### src/hdl/ddrpr_pkg.sv
// Shared types and constants for the DDR2 command-level device model.
// Assumes one 100 MHz clock; all timing figures below are minimum times.

package ddrpr_pkg;

  // ---------------------------------------------------------------------------
  // Clock and analog timing
  // ---------------------------------------------------------------------------
  localparam int CLK_PS = 10000;
  localparam int T_RAS_PS = 45000;
  localparam int T_RTP_PS = 7500;
  localparam int T_RP_PS = 15000;
  localparam int T_RFC_PS = 127500;
  // Least times round up to whole cycles.
  localparam int RAS_CYC = (T_RAS_PS + CLK_PS - 1) / CLK_PS;
  localparam int RTP_CYC = (T_RTP_PS + CLK_PS - 1) / CLK_PS;
  localparam int RP_CYC = (T_RP_PS + CLK_PS - 1) / CLK_PS;
  localparam int RFC_CYC = (T_RFC_PS + CLK_PS - 1) / CLK_PS;
  localparam int RTP_FLOOR = 2;
  localparam int RTP_EFF = (RTP_CYC > RTP_FLOOR) ? RTP_CYC : RTP_FLOOR;

  // ---------------------------------------------------------------------------
  // Geometry and field layout
  // ---------------------------------------------------------------------------
  localparam int NUM_BANKS = 8;
  localparam int BA_W = 3;
  localparam int CNT_W = 6;
  localparam int BL4_HALF = 2;
  localparam int BL8_HALF = 4;
  localparam int BL8_PREFETCH = 2;

  // Command code is {csN, rasN, casN, weN}.
  typedef enum logic [3:0] {
    CMD_MRS = 4'h0,
    CMD_REF = 4'h1,
    CMD_PRE = 4'h2,
    CMD_ACT = 4'h3,
    CMD_WR = 4'h4,
    CMD_RD = 4'h5,
    CMD_NOP = 4'h7,
    CMD_DSL = 4'h8
  } ddrpr_cmd_t;

  typedef enum logic [1:0] {
    BK_IDLE = 2'h0,
    BK_ACTIVE = 2'h1,
    BK_PRE = 2'h3
  } ddrpr_bank_t;

  typedef enum logic [1:0] {
    PW_RUN = 2'h0,
    PW_PPD = 2'h1,
    PW_APD = 2'h2,
    PW_SREF = 2'h3
  } ddrpr_pwr_t;

  typedef struct packed {
    logic cke;
    logic csN;
    logic rasN;
    logic casN;
    logic weN;
    logic a10;
    logic [BA_W-1:0] ba;
  } ddrpr_pins_t;

  typedef struct packed {
    logic [2:0] al;
    logic [2:0] cl;
    logic [2:0] wr;
    logic bl8;
    logic fastExit;
  } ddrpr_cfg_t;

endpackage : ddrpr_pkg
### src/hdl/ddrpr_bank.sv
// One bank's open/precharge tracker with auto-precharge scheduling.
// Assumes hit strobes already qualified by the command decoder.

`timescale 1ns/1ps
`default_nettype none

module ddrpr_bank
  import ddrpr_pkg::*;
#(
  parameter int CW = CNT_W
) (
  input wire logic clk,
  input wire logic rst,
  input wire logic actHit,
  input wire logic rdHit,
  input wire logic wrHit,
  input wire logic apFlag,
  input wire logic preHit,
  input wire logic preAll,
  input wire logic [CW-1:0] apRdLoad,
  input wire logic [CW-1:0] apWrLoad,
  input wire logic [CW-1:0] rtpLoad,
  output ddrpr_bank_t state
);

  ddrpr_bank_t state_reg, state_next;
  logic [CW-1:0] rasCnt_reg, rtpCnt_reg, apCnt_reg, preCnt_reg;
  logic [CW-1:0] rasCnt_next, rtpCnt_next, apCnt_next, preCnt_next;
  logic apPend_reg, apPend_next;

  function automatic logic [CW-1:0] dn(input logic [CW-1:0] v);
    return (v == '0) ? v : v - 1'b1;
  endfunction : dn

  // ---------------------------------------------------------------------------
  // Scheduling
  // ---------------------------------------------------------------------------
  wire isIdle = state_reg == BK_IDLE;
  wire isAct = state_reg == BK_ACTIVE;
  wire colHit = (rdHit || wrHit) && isAct;
  // Auto-precharge waits for its delay and also for tRAS and tRTP lockout.
  wire apGo = isAct && apPend_reg && apCnt_reg == '0 && rasCnt_reg == '0 && rtpCnt_reg == '0;
  wire preGo = preHit && !isIdle;
  wire startPre = apGo || preGo;
  wire [CW-1:0] preLoad = (preGo && preAll) ? CW'(RP_CYC) : CW'(RP_CYC - 1);

  assign state_next = startPre ? BK_PRE :
                      (actHit && isIdle) ? BK_ACTIVE :
                      (state_reg == BK_PRE && preCnt_reg == '0) ? BK_IDLE : state_reg;
  assign rasCnt_next = (actHit && isIdle) ? CW'(RAS_CYC - 1) : dn(rasCnt_reg);
  assign rtpCnt_next = (rdHit && isAct) ? rtpLoad : dn(rtpCnt_reg);
  assign apPend_next = startPre ? 1'b0 : (colHit && apFlag) ? 1'b1 : apPend_reg;
  assign apCnt_next = (colHit && apFlag) ? (rdHit ? apRdLoad : apWrLoad) : dn(apCnt_reg);
  assign preCnt_next = startPre ? preLoad : dn(preCnt_reg);
  assign state = state_reg;

  always_ff @(posedge clk or posedge rst) begin
    if (rst) begin
      state_reg <= BK_IDLE;
      rasCnt_reg <= '0;
      rtpCnt_reg <= '0;
      apCnt_reg <= '0;
      preCnt_reg <= '0;
      apPend_reg <= 1'b0;
    end else begin
      state_reg <= state_next;
      rasCnt_reg <= rasCnt_next;
      rtpCnt_reg <= rtpCnt_next;
      apCnt_reg <= apCnt_next;
      preCnt_reg <= preCnt_next;
      apPend_reg <= apPend_next;
    end
  end
endmodule : ddrpr_bank

`default_nettype wire

### src/hdl/ddrpr_core.sv
// DDR2 device command decoder, bank tracking, refresh and power-state control.
// Assumes pins are sampled on the rising clock edge and are synchronous to clk;
// latency settings arrive on cfgIn and are held steady by the surroundings.

`timescale 1ns/1ps
`default_nettype none

module ddrpr_core
  import ddrpr_pkg::*;
(
  input wire logic clk,
  input wire logic rst,
  input wire ddrpr_pins_t pinsIn,
  input wire ddrpr_cfg_t cfgIn,
  output ddrpr_cmd_t lastCmd,
  output logic [NUM_BANKS-1:0] bankOpen,
  output logic [NUM_BANKS-1:0] bankBusy,
  output ddrpr_pwr_t pwrState,
  output logic dllOn,
  output logic pdFull,
  output logic refBusy,
  output logic [BA_W-1:0] refBank,
  output logic mrsStrobe,
  output logic [BA_W-1:0] mrsSel
);

  // ---------------------------------------------------------------------------
  // Command decode
  // ---------------------------------------------------------------------------
  logic ckePrev_reg;
  wire [2:0] rcw = {pinsIn.rasN, pinsIn.casN, pinsIn.weN};
  // The unused LHHL code carries no operation here and is treated as a no-op.
  wire ddrpr_cmd_t code = pinsIn.csN ? CMD_DSL :
                          (rcw == 3'h6) ? CMD_NOP : ddrpr_cmd_t'({1'b0, rcw});
  wire cmdValid = ckePrev_reg && pinsIn.cke;
  wire isNopDsl = code == CMD_NOP || code == CMD_DSL;
  wire ckeFall = ckePrev_reg && !pinsIn.cke;
  wire ckeRise = !ckePrev_reg && pinsIn.cke;
  wire actCmd = cmdValid && code == CMD_ACT;
  wire rdCmd = cmdValid && code == CMD_RD;
  wire wrCmd = cmdValid && code == CMD_WR;
  wire preCmd = cmdValid && code == CMD_PRE;
  wire refCmd = cmdValid && code == CMD_REF;
  wire mrsCmd = cmdValid && code == CMD_MRS;

  // ---------------------------------------------------------------------------
  // Latency arithmetic shared by all banks
  // ---------------------------------------------------------------------------
  wire [CNT_W-1:0] alW = CNT_W'(cfgIn.al);
  wire [CNT_W-1:0] clW = CNT_W'(cfgIn.cl);
  wire [CNT_W-1:0] wrW = CNT_W'(cfgIn.wr);
  wire [CNT_W-1:0] blHalf = cfgIn.bl8 ? CNT_W'(BL8_HALF) : CNT_W'(BL4_HALF);
  wire [CNT_W-1:0] lastPf = cfgIn.bl8 ? CNT_W'(BL8_PREFETCH) : '0;
  wire [CNT_W-1:0] apRdLoad = alW + blHalf - 1'b1;
  // Write latency is AL + CL - 1, so the burst plus WR ends at AL+CL+BL/2+WR-1.
  wire [CNT_W-1:0] apWrLoad = alW + clW + blHalf + wrW - CNT_W'(2);
  wire [CNT_W-1:0] rtpLoad = alW + lastPf + CNT_W'(RTP_EFF - 1);

  // ---------------------------------------------------------------------------
  // Banks
  // ---------------------------------------------------------------------------
  ddrpr_bank_t bankState [NUM_BANKS];
  logic [NUM_BANKS-1:0] bankIdle;

  genvar gi;
  generate
    for (gi = 0; gi < NUM_BANKS; gi++) begin : g_bank
      wire baHit = pinsIn.ba == BA_W'(gi);
      ddrpr_bank #(
        .CW(CNT_W)
      ) ddrpr_bank_inst (
        .clk(clk),
        .rst(rst),
        .actHit(actCmd && baHit),
        .rdHit(rdCmd && baHit),
        .wrHit(wrCmd && baHit),
        .apFlag(pinsIn.a10),
        .preHit(preCmd && (pinsIn.a10 || baHit)),
        .preAll(pinsIn.a10),
        .apRdLoad(apRdLoad),
        .apWrLoad(apWrLoad),
        .rtpLoad(rtpLoad),
        .state(bankState[gi])
      );
      assign bankOpen[gi] = bankState[gi] == BK_ACTIVE;
      assign bankBusy[gi] = bankState[gi] == BK_PRE;
      assign bankIdle[gi] = bankState[gi] == BK_IDLE;
    end
  endgenerate

  wire anyOpen = |bankOpen;
  wire allIdle = &bankIdle;

  // ---------------------------------------------------------------------------
  // Refresh and mode register select
  // ---------------------------------------------------------------------------
  logic [CNT_W-1:0] rfcCnt_reg;
  logic [BA_W-1:0] refBank_reg, mrsSel_reg;
  logic mrsStrobe_reg;
  ddrpr_cmd_t lastCmd_reg;

  wire srefEnter = ckeFall && code == CMD_REF && allIdle;
  wire refStart = refCmd || srefEnter;
  // The refreshed bank comes from an internal counter, not from the pins.
  wire [BA_W-1:0] refBank_next = refStart ? refBank_reg + 1'b1 : refBank_reg;
  wire [CNT_W-1:0] rfcCnt_next = refStart ? CNT_W'(RFC_CYC - 1) :
                                 (rfcCnt_reg == '0) ? rfcCnt_reg : rfcCnt_reg - 1'b1;
  wire [BA_W-1:0] mrsSel_next = mrsCmd ? pinsIn.ba : mrsSel_reg;
  wire ddrpr_cmd_t lastCmd_next = cmdValid ? code : CMD_DSL;

  // ---------------------------------------------------------------------------
  // Power state
  // ---------------------------------------------------------------------------
  ddrpr_pwr_t pwr_reg, pwr_next;
  logic dllOn_reg, pdFull_reg;

  always_comb begin
    pwr_next = pwr_reg;
    unique case (pwr_reg)
      PW_RUN: begin
        if (srefEnter) begin
          pwr_next = PW_SREF;
        end else if (ckeFall && isNopDsl) begin
          pwr_next = anyOpen ? PW_APD : PW_PPD;
        end
      end
      PW_PPD, PW_APD: begin
        if (ckeRise && isNopDsl) begin
          pwr_next = PW_RUN;
        end
      end
      PW_SREF: begin
        // Exit is taken on the first sampled CKE high, with no clock count.
        if (pinsIn.cke && isNopDsl) begin
          pwr_next = PW_RUN;
        end
      end
    endcase
  end

  wire dllOn_next = !(pwr_next == PW_PPD || pwr_next == PW_SREF ||
                      (pwr_next == PW_APD && !cfgIn.fastExit));
  // Deep power-down waits for precharges and refreshes already under way.
  wire pdFull_next = pwr_next != PW_RUN && !(|bankBusy) && rfcCnt_next == '0;

  always_ff @(posedge clk or posedge rst) begin
    if (rst) begin
      ckePrev_reg <= 1'b0;
      pwr_reg <= PW_RUN;
      dllOn_reg <= 1'b1;
      pdFull_reg <= 1'b0;
      rfcCnt_reg <= '0;
      refBank_reg <= '0;
      mrsSel_reg <= '0;
      mrsStrobe_reg <= 1'b0;
      lastCmd_reg <= CMD_DSL;
    end else begin
      ckePrev_reg <= pinsIn.cke;
      pwr_reg <= pwr_next;
      dllOn_reg <= dllOn_next;
      pdFull_reg <= pdFull_next;
      rfcCnt_reg <= rfcCnt_next;
      refBank_reg <= refBank_next;
      mrsSel_reg <= mrsSel_next;
      mrsStrobe_reg <= mrsCmd;
      lastCmd_reg <= lastCmd_next;
    end
  end

  assign pwrState = pwr_reg;
  assign dllOn = dllOn_reg;
  assign pdFull = pdFull_reg;
  assign refBusy = rfcCnt_reg != '0;
  assign refBank = refBank_reg;
  assign mrsStrobe = mrsStrobe_reg;
  assign mrsSel = mrsSel_reg;
  assign lastCmd = lastCmd_reg;
endmodule : ddrpr_core

`default_nettype wire

### config.mk
export PLATFORM = sky130hd
export DESIGN_NAME = ddrpr_core
export DESIGN_NICKNAME = d
export VERILOG_FILES = /design/src/hdl/ddrpr_pkg.sv /design/src/hdl/ddrpr_bank.sv /design/src/hdl/ddrpr_core.sv
export SDC_FILE = /design/constraint.sdc
export NUM_CORES = 1
export LEC_CHECK = 0
export BUFFER_PORTS_ARGS = -buffer_cell sky130_fd_sc_hd__buf_2
export CORE_ASPECT_RATIO = 1.4
export CORE_MARGIN = 2
export CORE_UTILIZATION = 50
export DETAILED_ROUTE_END_ITERATION = 8
export GPL_TIMING_DRIVEN = 0
export PLACE_DENSITY = 0.67
export SKIP_LAST_GASP = 1
export SYNTH_ARGS = -nofsm -noshare
export SYNTH_HDL_FRONTEND = slang
export SYNTH_SLANG_ARGS = --single-unit
### constraint.sdc
create_clock -name clk -period 17.3 [get_ports clk]
set_input_delay 1.73 -clock clk [delete_from_list [all_inputs] [get_ports clk]]
set_output_delay 1.73 -clock clk [all_outputs]
set_load 0.02 [all_outputs]
# After elaboration in Yosys (flattened, before gate mapping)
# Index checks and enable logic that the tools add are counted.
[word_totals] register_bits=238 output_inout_bits=32 wordCells=546
[op_classes] add_sub_neg=42 n_eq_ne=69 n_mux=133 reduce_logical=245
[op_table] op="6-bit two-way mux" count=74
[op_table] op="6-bit logical NOT" count=34
[op_table] op="6-bit by 1-bit subtractor with 6-bit output (second input constant)" count=33
[op_table] op="1-bit logical AND" count=137
[op_table] op="2-bit two-way mux" count=38
[op_table] op="2-bit by 1-bit != test with 1-bit output (second input constant)" count=32
[op_table] op="1-bit logical OR" count=28
[op_table] op="2-bit equality test (second input constant)" count=12
[op_table] op="3-bit nonzero test" count=8
[op_table] op="2-bit by 1-bit equality test with 1-bit output (second input constant)" count=10
[op_table] op="2-bit logical NOT" count=9
[op_table] op="2-bit nonzero test" count=9
[op_table] op="1-bit two-way mux" count=16
[op_table] op="8-bit OR reduction" count=2
[op_table] op="3-bit equality test (second input constant)" count=5
[op_table] op="1-bit logical NOT" count=13
[op_table] op="4-bit by 3-bit equality test with 1-bit output (second input constant)" count=3
[op_table] op="3-bit by 3-bit adder with 4-bit output" count=2
[op_table] op="4-bit by 2-bit equality test with 1-bit output (second input constant)" count=2
[op_table] op="4-bit two-way mux" count=2
[op_table] op="8-bit AND reduction" count=1
[op_table] op="5-bit by 3-bit adder with 6-bit output" count=1
[op_table] op="3-bit by 2-bit equality test with 1-bit output (second input constant)" count=2
[op_table] op="3-bit two-way mux" count=2
[op_table] op="other kinds (14)" count=14

# Logic depth before layout (Yosys ltp)
[depth] depth_word=13 ltp_mapped=12 ltp_nobuf=11

# Hierarchy
# From an unflattened synthesis, not the netlist that was laid out.
[unflattened] hier_cells=1477 area_unflattened_um2=14062.2
[by_module_without_submodules] module="ddrpr_bank at g_bank[0].ddrpr_bank_inst ..." instances=7 cells_per_inst=155 area_each_um2=1512.7
[by_module_without_submodules] module="ddrpr_core" instances=1 cells_per_inst=239 area_each_um2=1955.6
[by_module_without_submodules] module="ddrpr_bank at g_bank[3].ddrpr_bank_inst" instances=1 cells_per_inst=153 area_each_um2=1517.7

# Worst setup path after synthesis
# OpenSTA, ideal clock, no wires.
[synth_path] path_kind="input port to flip-flop" from="input port cfgIn[8] (netlist name)" to="register g_bank[1].ddrpr_bank_inst.apCnt_reg[3]" setup_ns=0.077 arrival_ns=4.410 setup_slack_ns=12.813 path_stages=12 path_buffers=1 path_cell_list="clkbuf_1 -> inv_1 -> fa_1 -> fa_1 -> inv_1 -> fa_1 -> ha_1 -> inv_1 -> fa_1 -> inv_1 -> a22oi_1 -> a21oi_1"
[synth_between] elab_chain_cells=6 elab_cells_between_ends=8 classes_between="add/sub: 6; mux: 2"
[synth_lines] item="start, declared" line_no="ddrpr_core.sv:14" text="input wire ddrpr_cfg_t cfgIn,"
[synth_lines] item="3-bit by 3-bit adder with 4-bit output" line_no="ddrpr_core.sv:56" text="wire [CNT_W-1:0] apWrLoad = alW + clW + blHalf + wrW - CNT_W'(2);"
[synth_lines] item="4-bit by 3-bit adder with 5-bit output" line_no="ddrpr_core.sv:56"
[synth_lines] item="5-bit by 3-bit adder with 6-bit output" line_no="ddrpr_core.sv:56"
[synth_lines] item="6-bit by 2-bit subtractor with 6-bit output" line_no="ddrpr_core.sv:56"
[synth_lines] item="6-bit two-way mux * (2 in a row)" line_no="ddrpr_bank.sv:53" text="assign apCnt_next = (colHit && apFlag) ? (rdHit ? apRdLoad : apWrLoad) : dn(apCnt_reg);"
[synth_lines] item="end signal, assigned" line_no="ddrpr_bank.sv:69" text="apCnt_reg <= apCnt_next;"
[synth_lines] item="end, declared" line_no="ddrpr_bank.sv:27" text="logic [CW-1:0] rasCnt_reg, rtpCnt_reg, apCnt_reg, preCnt_reg;"
# Mark *: on every way between the ends. The rest lies on a longest branch, timed or not.
# A chain may end at the register's enable or synchronous reset.

# Worst setup path after layout
[layout_path] from="input port cfgIn[8] (netlist name)" to="register g_bank[6].ddrpr_bank_inst.apCnt_reg[4]"
[layout_between] elab_chain_cells=6 elab_cells_between_ends=8 classes_between="add/sub: 6; mux: 2"
[layout_lines] item="3-bit by 3-bit adder with 4-bit output" line_no="ddrpr_core.sv:56"
[layout_lines] item="4-bit by 3-bit adder with 5-bit output" line_no="ddrpr_core.sv:56"
[layout_lines] item="5-bit by 3-bit adder with 6-bit output" line_no="ddrpr_core.sv:56"
[layout_lines] item="6-bit by 2-bit subtractor with 6-bit output" line_no="ddrpr_core.sv:56"
[layout_lines] item="6-bit two-way mux * (2 in a row)" line_no="ddrpr_bank.sv:53"
[layout_lines] item="end signal, assigned" line_no="ddrpr_bank.sv:69"
[layout_lines] item="end, declared" line_no="ddrpr_bank.sv:27"
# Marked as above.

==> summary.txt <==
Timing
  • Clock Skew: 0.0238 ns
  • FMAX: 185 MHz
  • Min Hold Slack: 0.496 ns
  • Slew @ Worst Pin: 1.17 ns
  • Final Slew Violations: 0
  • Final min period: 5.42 ns
  • Slew HR: 0.213
  • TNS Setup: 0 ns
  • Endpoints failing hold: 0
  • Unrepaired setup endpoints after global routing: no
  • Final worst path period share: 0.313
  • Finish-stage setup viols: 0

Clock tree
  • Clk root buf: clkbuf_16
  • Hold_buf cts: 0
  • H-tree levels: 1
  • # Post-CTS Setup Buffers: 0
  • CTS tree: built
  • Worst-Skew Late Latency: 0.54 ns
  • Reg clk slew, reported paths: 0.06 ns
  • Post-CTS Resized: 0
  • Num CTS Buffers: 25
  • Clock sinks: 238
  • CTS max path bufs: 3

Worst setup path
  • Max stage delay cell, worst path: xnor2_1
  • CP endpoint kind: flop
  • Worst-path maximum fanout: 10
  • Data required, critical path: 17.75 ns
  • Startpoint Class: primary input
  • Slowest stage delay, CP: 0.88 ns
  • CP cell instances: buf_2, clkbuf_1, inv_1, fa_1, fa_1, inv_1, ha_1, ha_1, inv_1, fa_1, xnor2_1, a21oi_1, a21oi_1
  • Worst r2r path cells: 8
  • Worst path bufs/invs: 5
  • WP depth: 13
  • Crit path kind: primary input to flop
  • Crit path DAT: 5.86 ns
  • Critical path's top delay family: adder cells

Power and ir drop
  • Flop pwr share: 0.395
  • Leak pwr: 0.00703 uW
  • Power share of the combinational group: 0.393
  • Power Internal: 1600 uW
  • Max IR drop VDD: 97.3 uV
  • Clk pwr share: 0.212
  • Total power: 2590 uW
  • Power per cell area: 171 nW/um2
  • Sw frac: 0.381
  • Sw power: 984 uW

Yosys
  • Cell taking the most area after synthesis: dfrtp_1
  • Ys Warns: 0
  • Top cells by area, synth: dfrtp_1, a21oi_1, nor2_1
  • Register area share after synthesis: 0.439
  • Seq cells post-synth: 238
  • Top FF cell, synth: dfrtp_1
  • Post-synth top area share: 0.436
  • Syn Area/Cell: 9.06 um2
  • EDFF count, synth: 0
  • Most frequent cell after synthesis: dfrtp_1
  • Mapped Area: 13600 um2
  • Synth cell count leaders: dfrtp_1, nor2_1, a21oi_1, nand2_1, inv_1
  • Ys async rst share: 1.00
  • Post-synthesis cell count: 1497
  • Syn_nets: 1575
  • Library cells used by synthesis: 61

Floorplanning
  • # IOs: 54
  • Row count: 71
  • Starting Density: 0.507
  • Die height: 199 um
  • Die Wd: 143 um
  • Die ar.: 28500 um2
  • Area of the core: 26700 um2

Global routing
  • Initial antenna violation count: 2
  • Vias in the first global route: 10633
  • Global-route wire length before repair: 53300 um
  • Grt ovf: 0
  • GRT Total Usage: 0.233
  • Largest net degree at the start of global routing: 122

Route
  • Number of DRC markers in iteration 0: 654
  • First-pass DRT Iterations: 7
  • Via count: 11013
  • Drt total wl: 32800 um
  • DR vias/cell: 5.61
  • Drt wl/cell: 16.7 um
  • Drc violations: 0
  • ANT nets after route: 0

Layout
  • Fillers: 2365
  • Share of layout cells above drive strength 1: 0.0989
  • Utilization after layout: 0.567
  • Non-filler cells, final: 1963
  • Final nets: 1656
  • P&R area growth vs syn: 11.8%

Run status
  • Status: completed

Min path
  • Hold Crit Class: flop to flop
  • Hold Path Stages: 1

Job
  • Max Cap Viol: 0

Placed design
  • Routability cong.: 0.911
  • Placed Cells: 1915
  • IO Port Bufs: 52
  • HPWL after DPL: 23400 um
## per-stage QoR
stage / area (um2) / worst slack (ns)
6_report: 15200 / 11.88
2_1_floorplan: 13600 / 9.04
4_1_cts: 15100 / 11.94
3_3_place_gp: 14300 / 6.14
5_1_grt: 15200 / 11.74
3_5_place_dp: 14300 / 11.40
## cells in the final DEF (no fill, tap or decap), types with 23 or more instances in the layout
cell type,netlist,layout
inv_1,113,112
xor2_1,34,34
ha_1,49,49
nor2_1,180,180
nor3_1,91,91
o21ai_0,28,28
a21oi_1,141,141
clkbuf_1,30,36
nand2_1,134,134
xnor2_1,48,48
dfrtp_1,236,236
clkbuf_16,0,25
nor2b_1,23,23
or3_1,42,42
buf_2,3,55
nand3_1,27,27
## path summary, 6_finish.rpt
check / slack, ns / startpoint / endpoint
worst max-delay path: 11.88 / cfgIn[8] / g_bank[6].ddrpr_bank_inst.apCnt_reg[4]
worst min-delay path: 0.50 / refBank[2] / refBank[2]
worst max register to register: 14.71 / g_bank[5].ddrpr_bank_inst.apCnt_reg[0] / g_bank[5].ddrpr_bank_inst.preCnt_reg[0]
worst min register to register: 0.50 / refBank[2] / refBank[2]
max in group asynchronous: 14.87 / rst / g_bank[0].ddrpr_bank_inst.rtpCnt_reg[0]
min in group asynchronous: 1.33 / rst / refBank[1]
## layer usage
| metal | GRT usage | part of all wire |
|---|---|---|
| met5 | 0 | 0.00040 |
| met4 | 0.0605 | 0.024 |
| met3 | 0.0342 | 0.052 |
| met2 | 0.422 | 0.51 |
| met1 | 0.289 | 0.41 |
## final cells by class
cell class                 count  area [um2]  share of cell area
multi-input combinational   1100        6950               0.459
sequential                   238        5960               0.393
clock buffer                  37         731              0.0482
tap                          365         457              0.0301
inverter                     113         432              0.0285
timing repair buffer          54         293              0.0193
buffer                        46         229              0.0151
clock inverter                 9         104             0.00685
antenna                        1        2.50            0.000165
## kinds of logic after synthesis
group	Yosys count	synth area share
simple gates	623	0.227
flops	238	0.439
xor+xnor	82	0.0530
mux	38	0.0298
compound gates	301	0.147
buf+inv	159	0.0482
fa+ha+maj	56	0.0556
## power by group through the flow
stage	Combinational, uW	Clock [uW]	Sequential, uW
4_1_cts	1020	561	1020
2_1_floorplan	820	0	986
3_3_place_gp	971	0	1020
5_1_grt	1170	582	1060
3_5_place_dp	1010	0	1030
6_report	1020	549	1020
## worst register-to-register path, delay by kind of cell (launching register included)
kind,cells,cell delay (ns)
DFF,1,0.38
AOI/OAI and AO/OA,2,0.78
adders and majority gates,1,0.21
buffers and inverters,2,0.24
and+or+nand+nor,3,0.86
No activity file was read; power rests on OpenSTA's default activity.
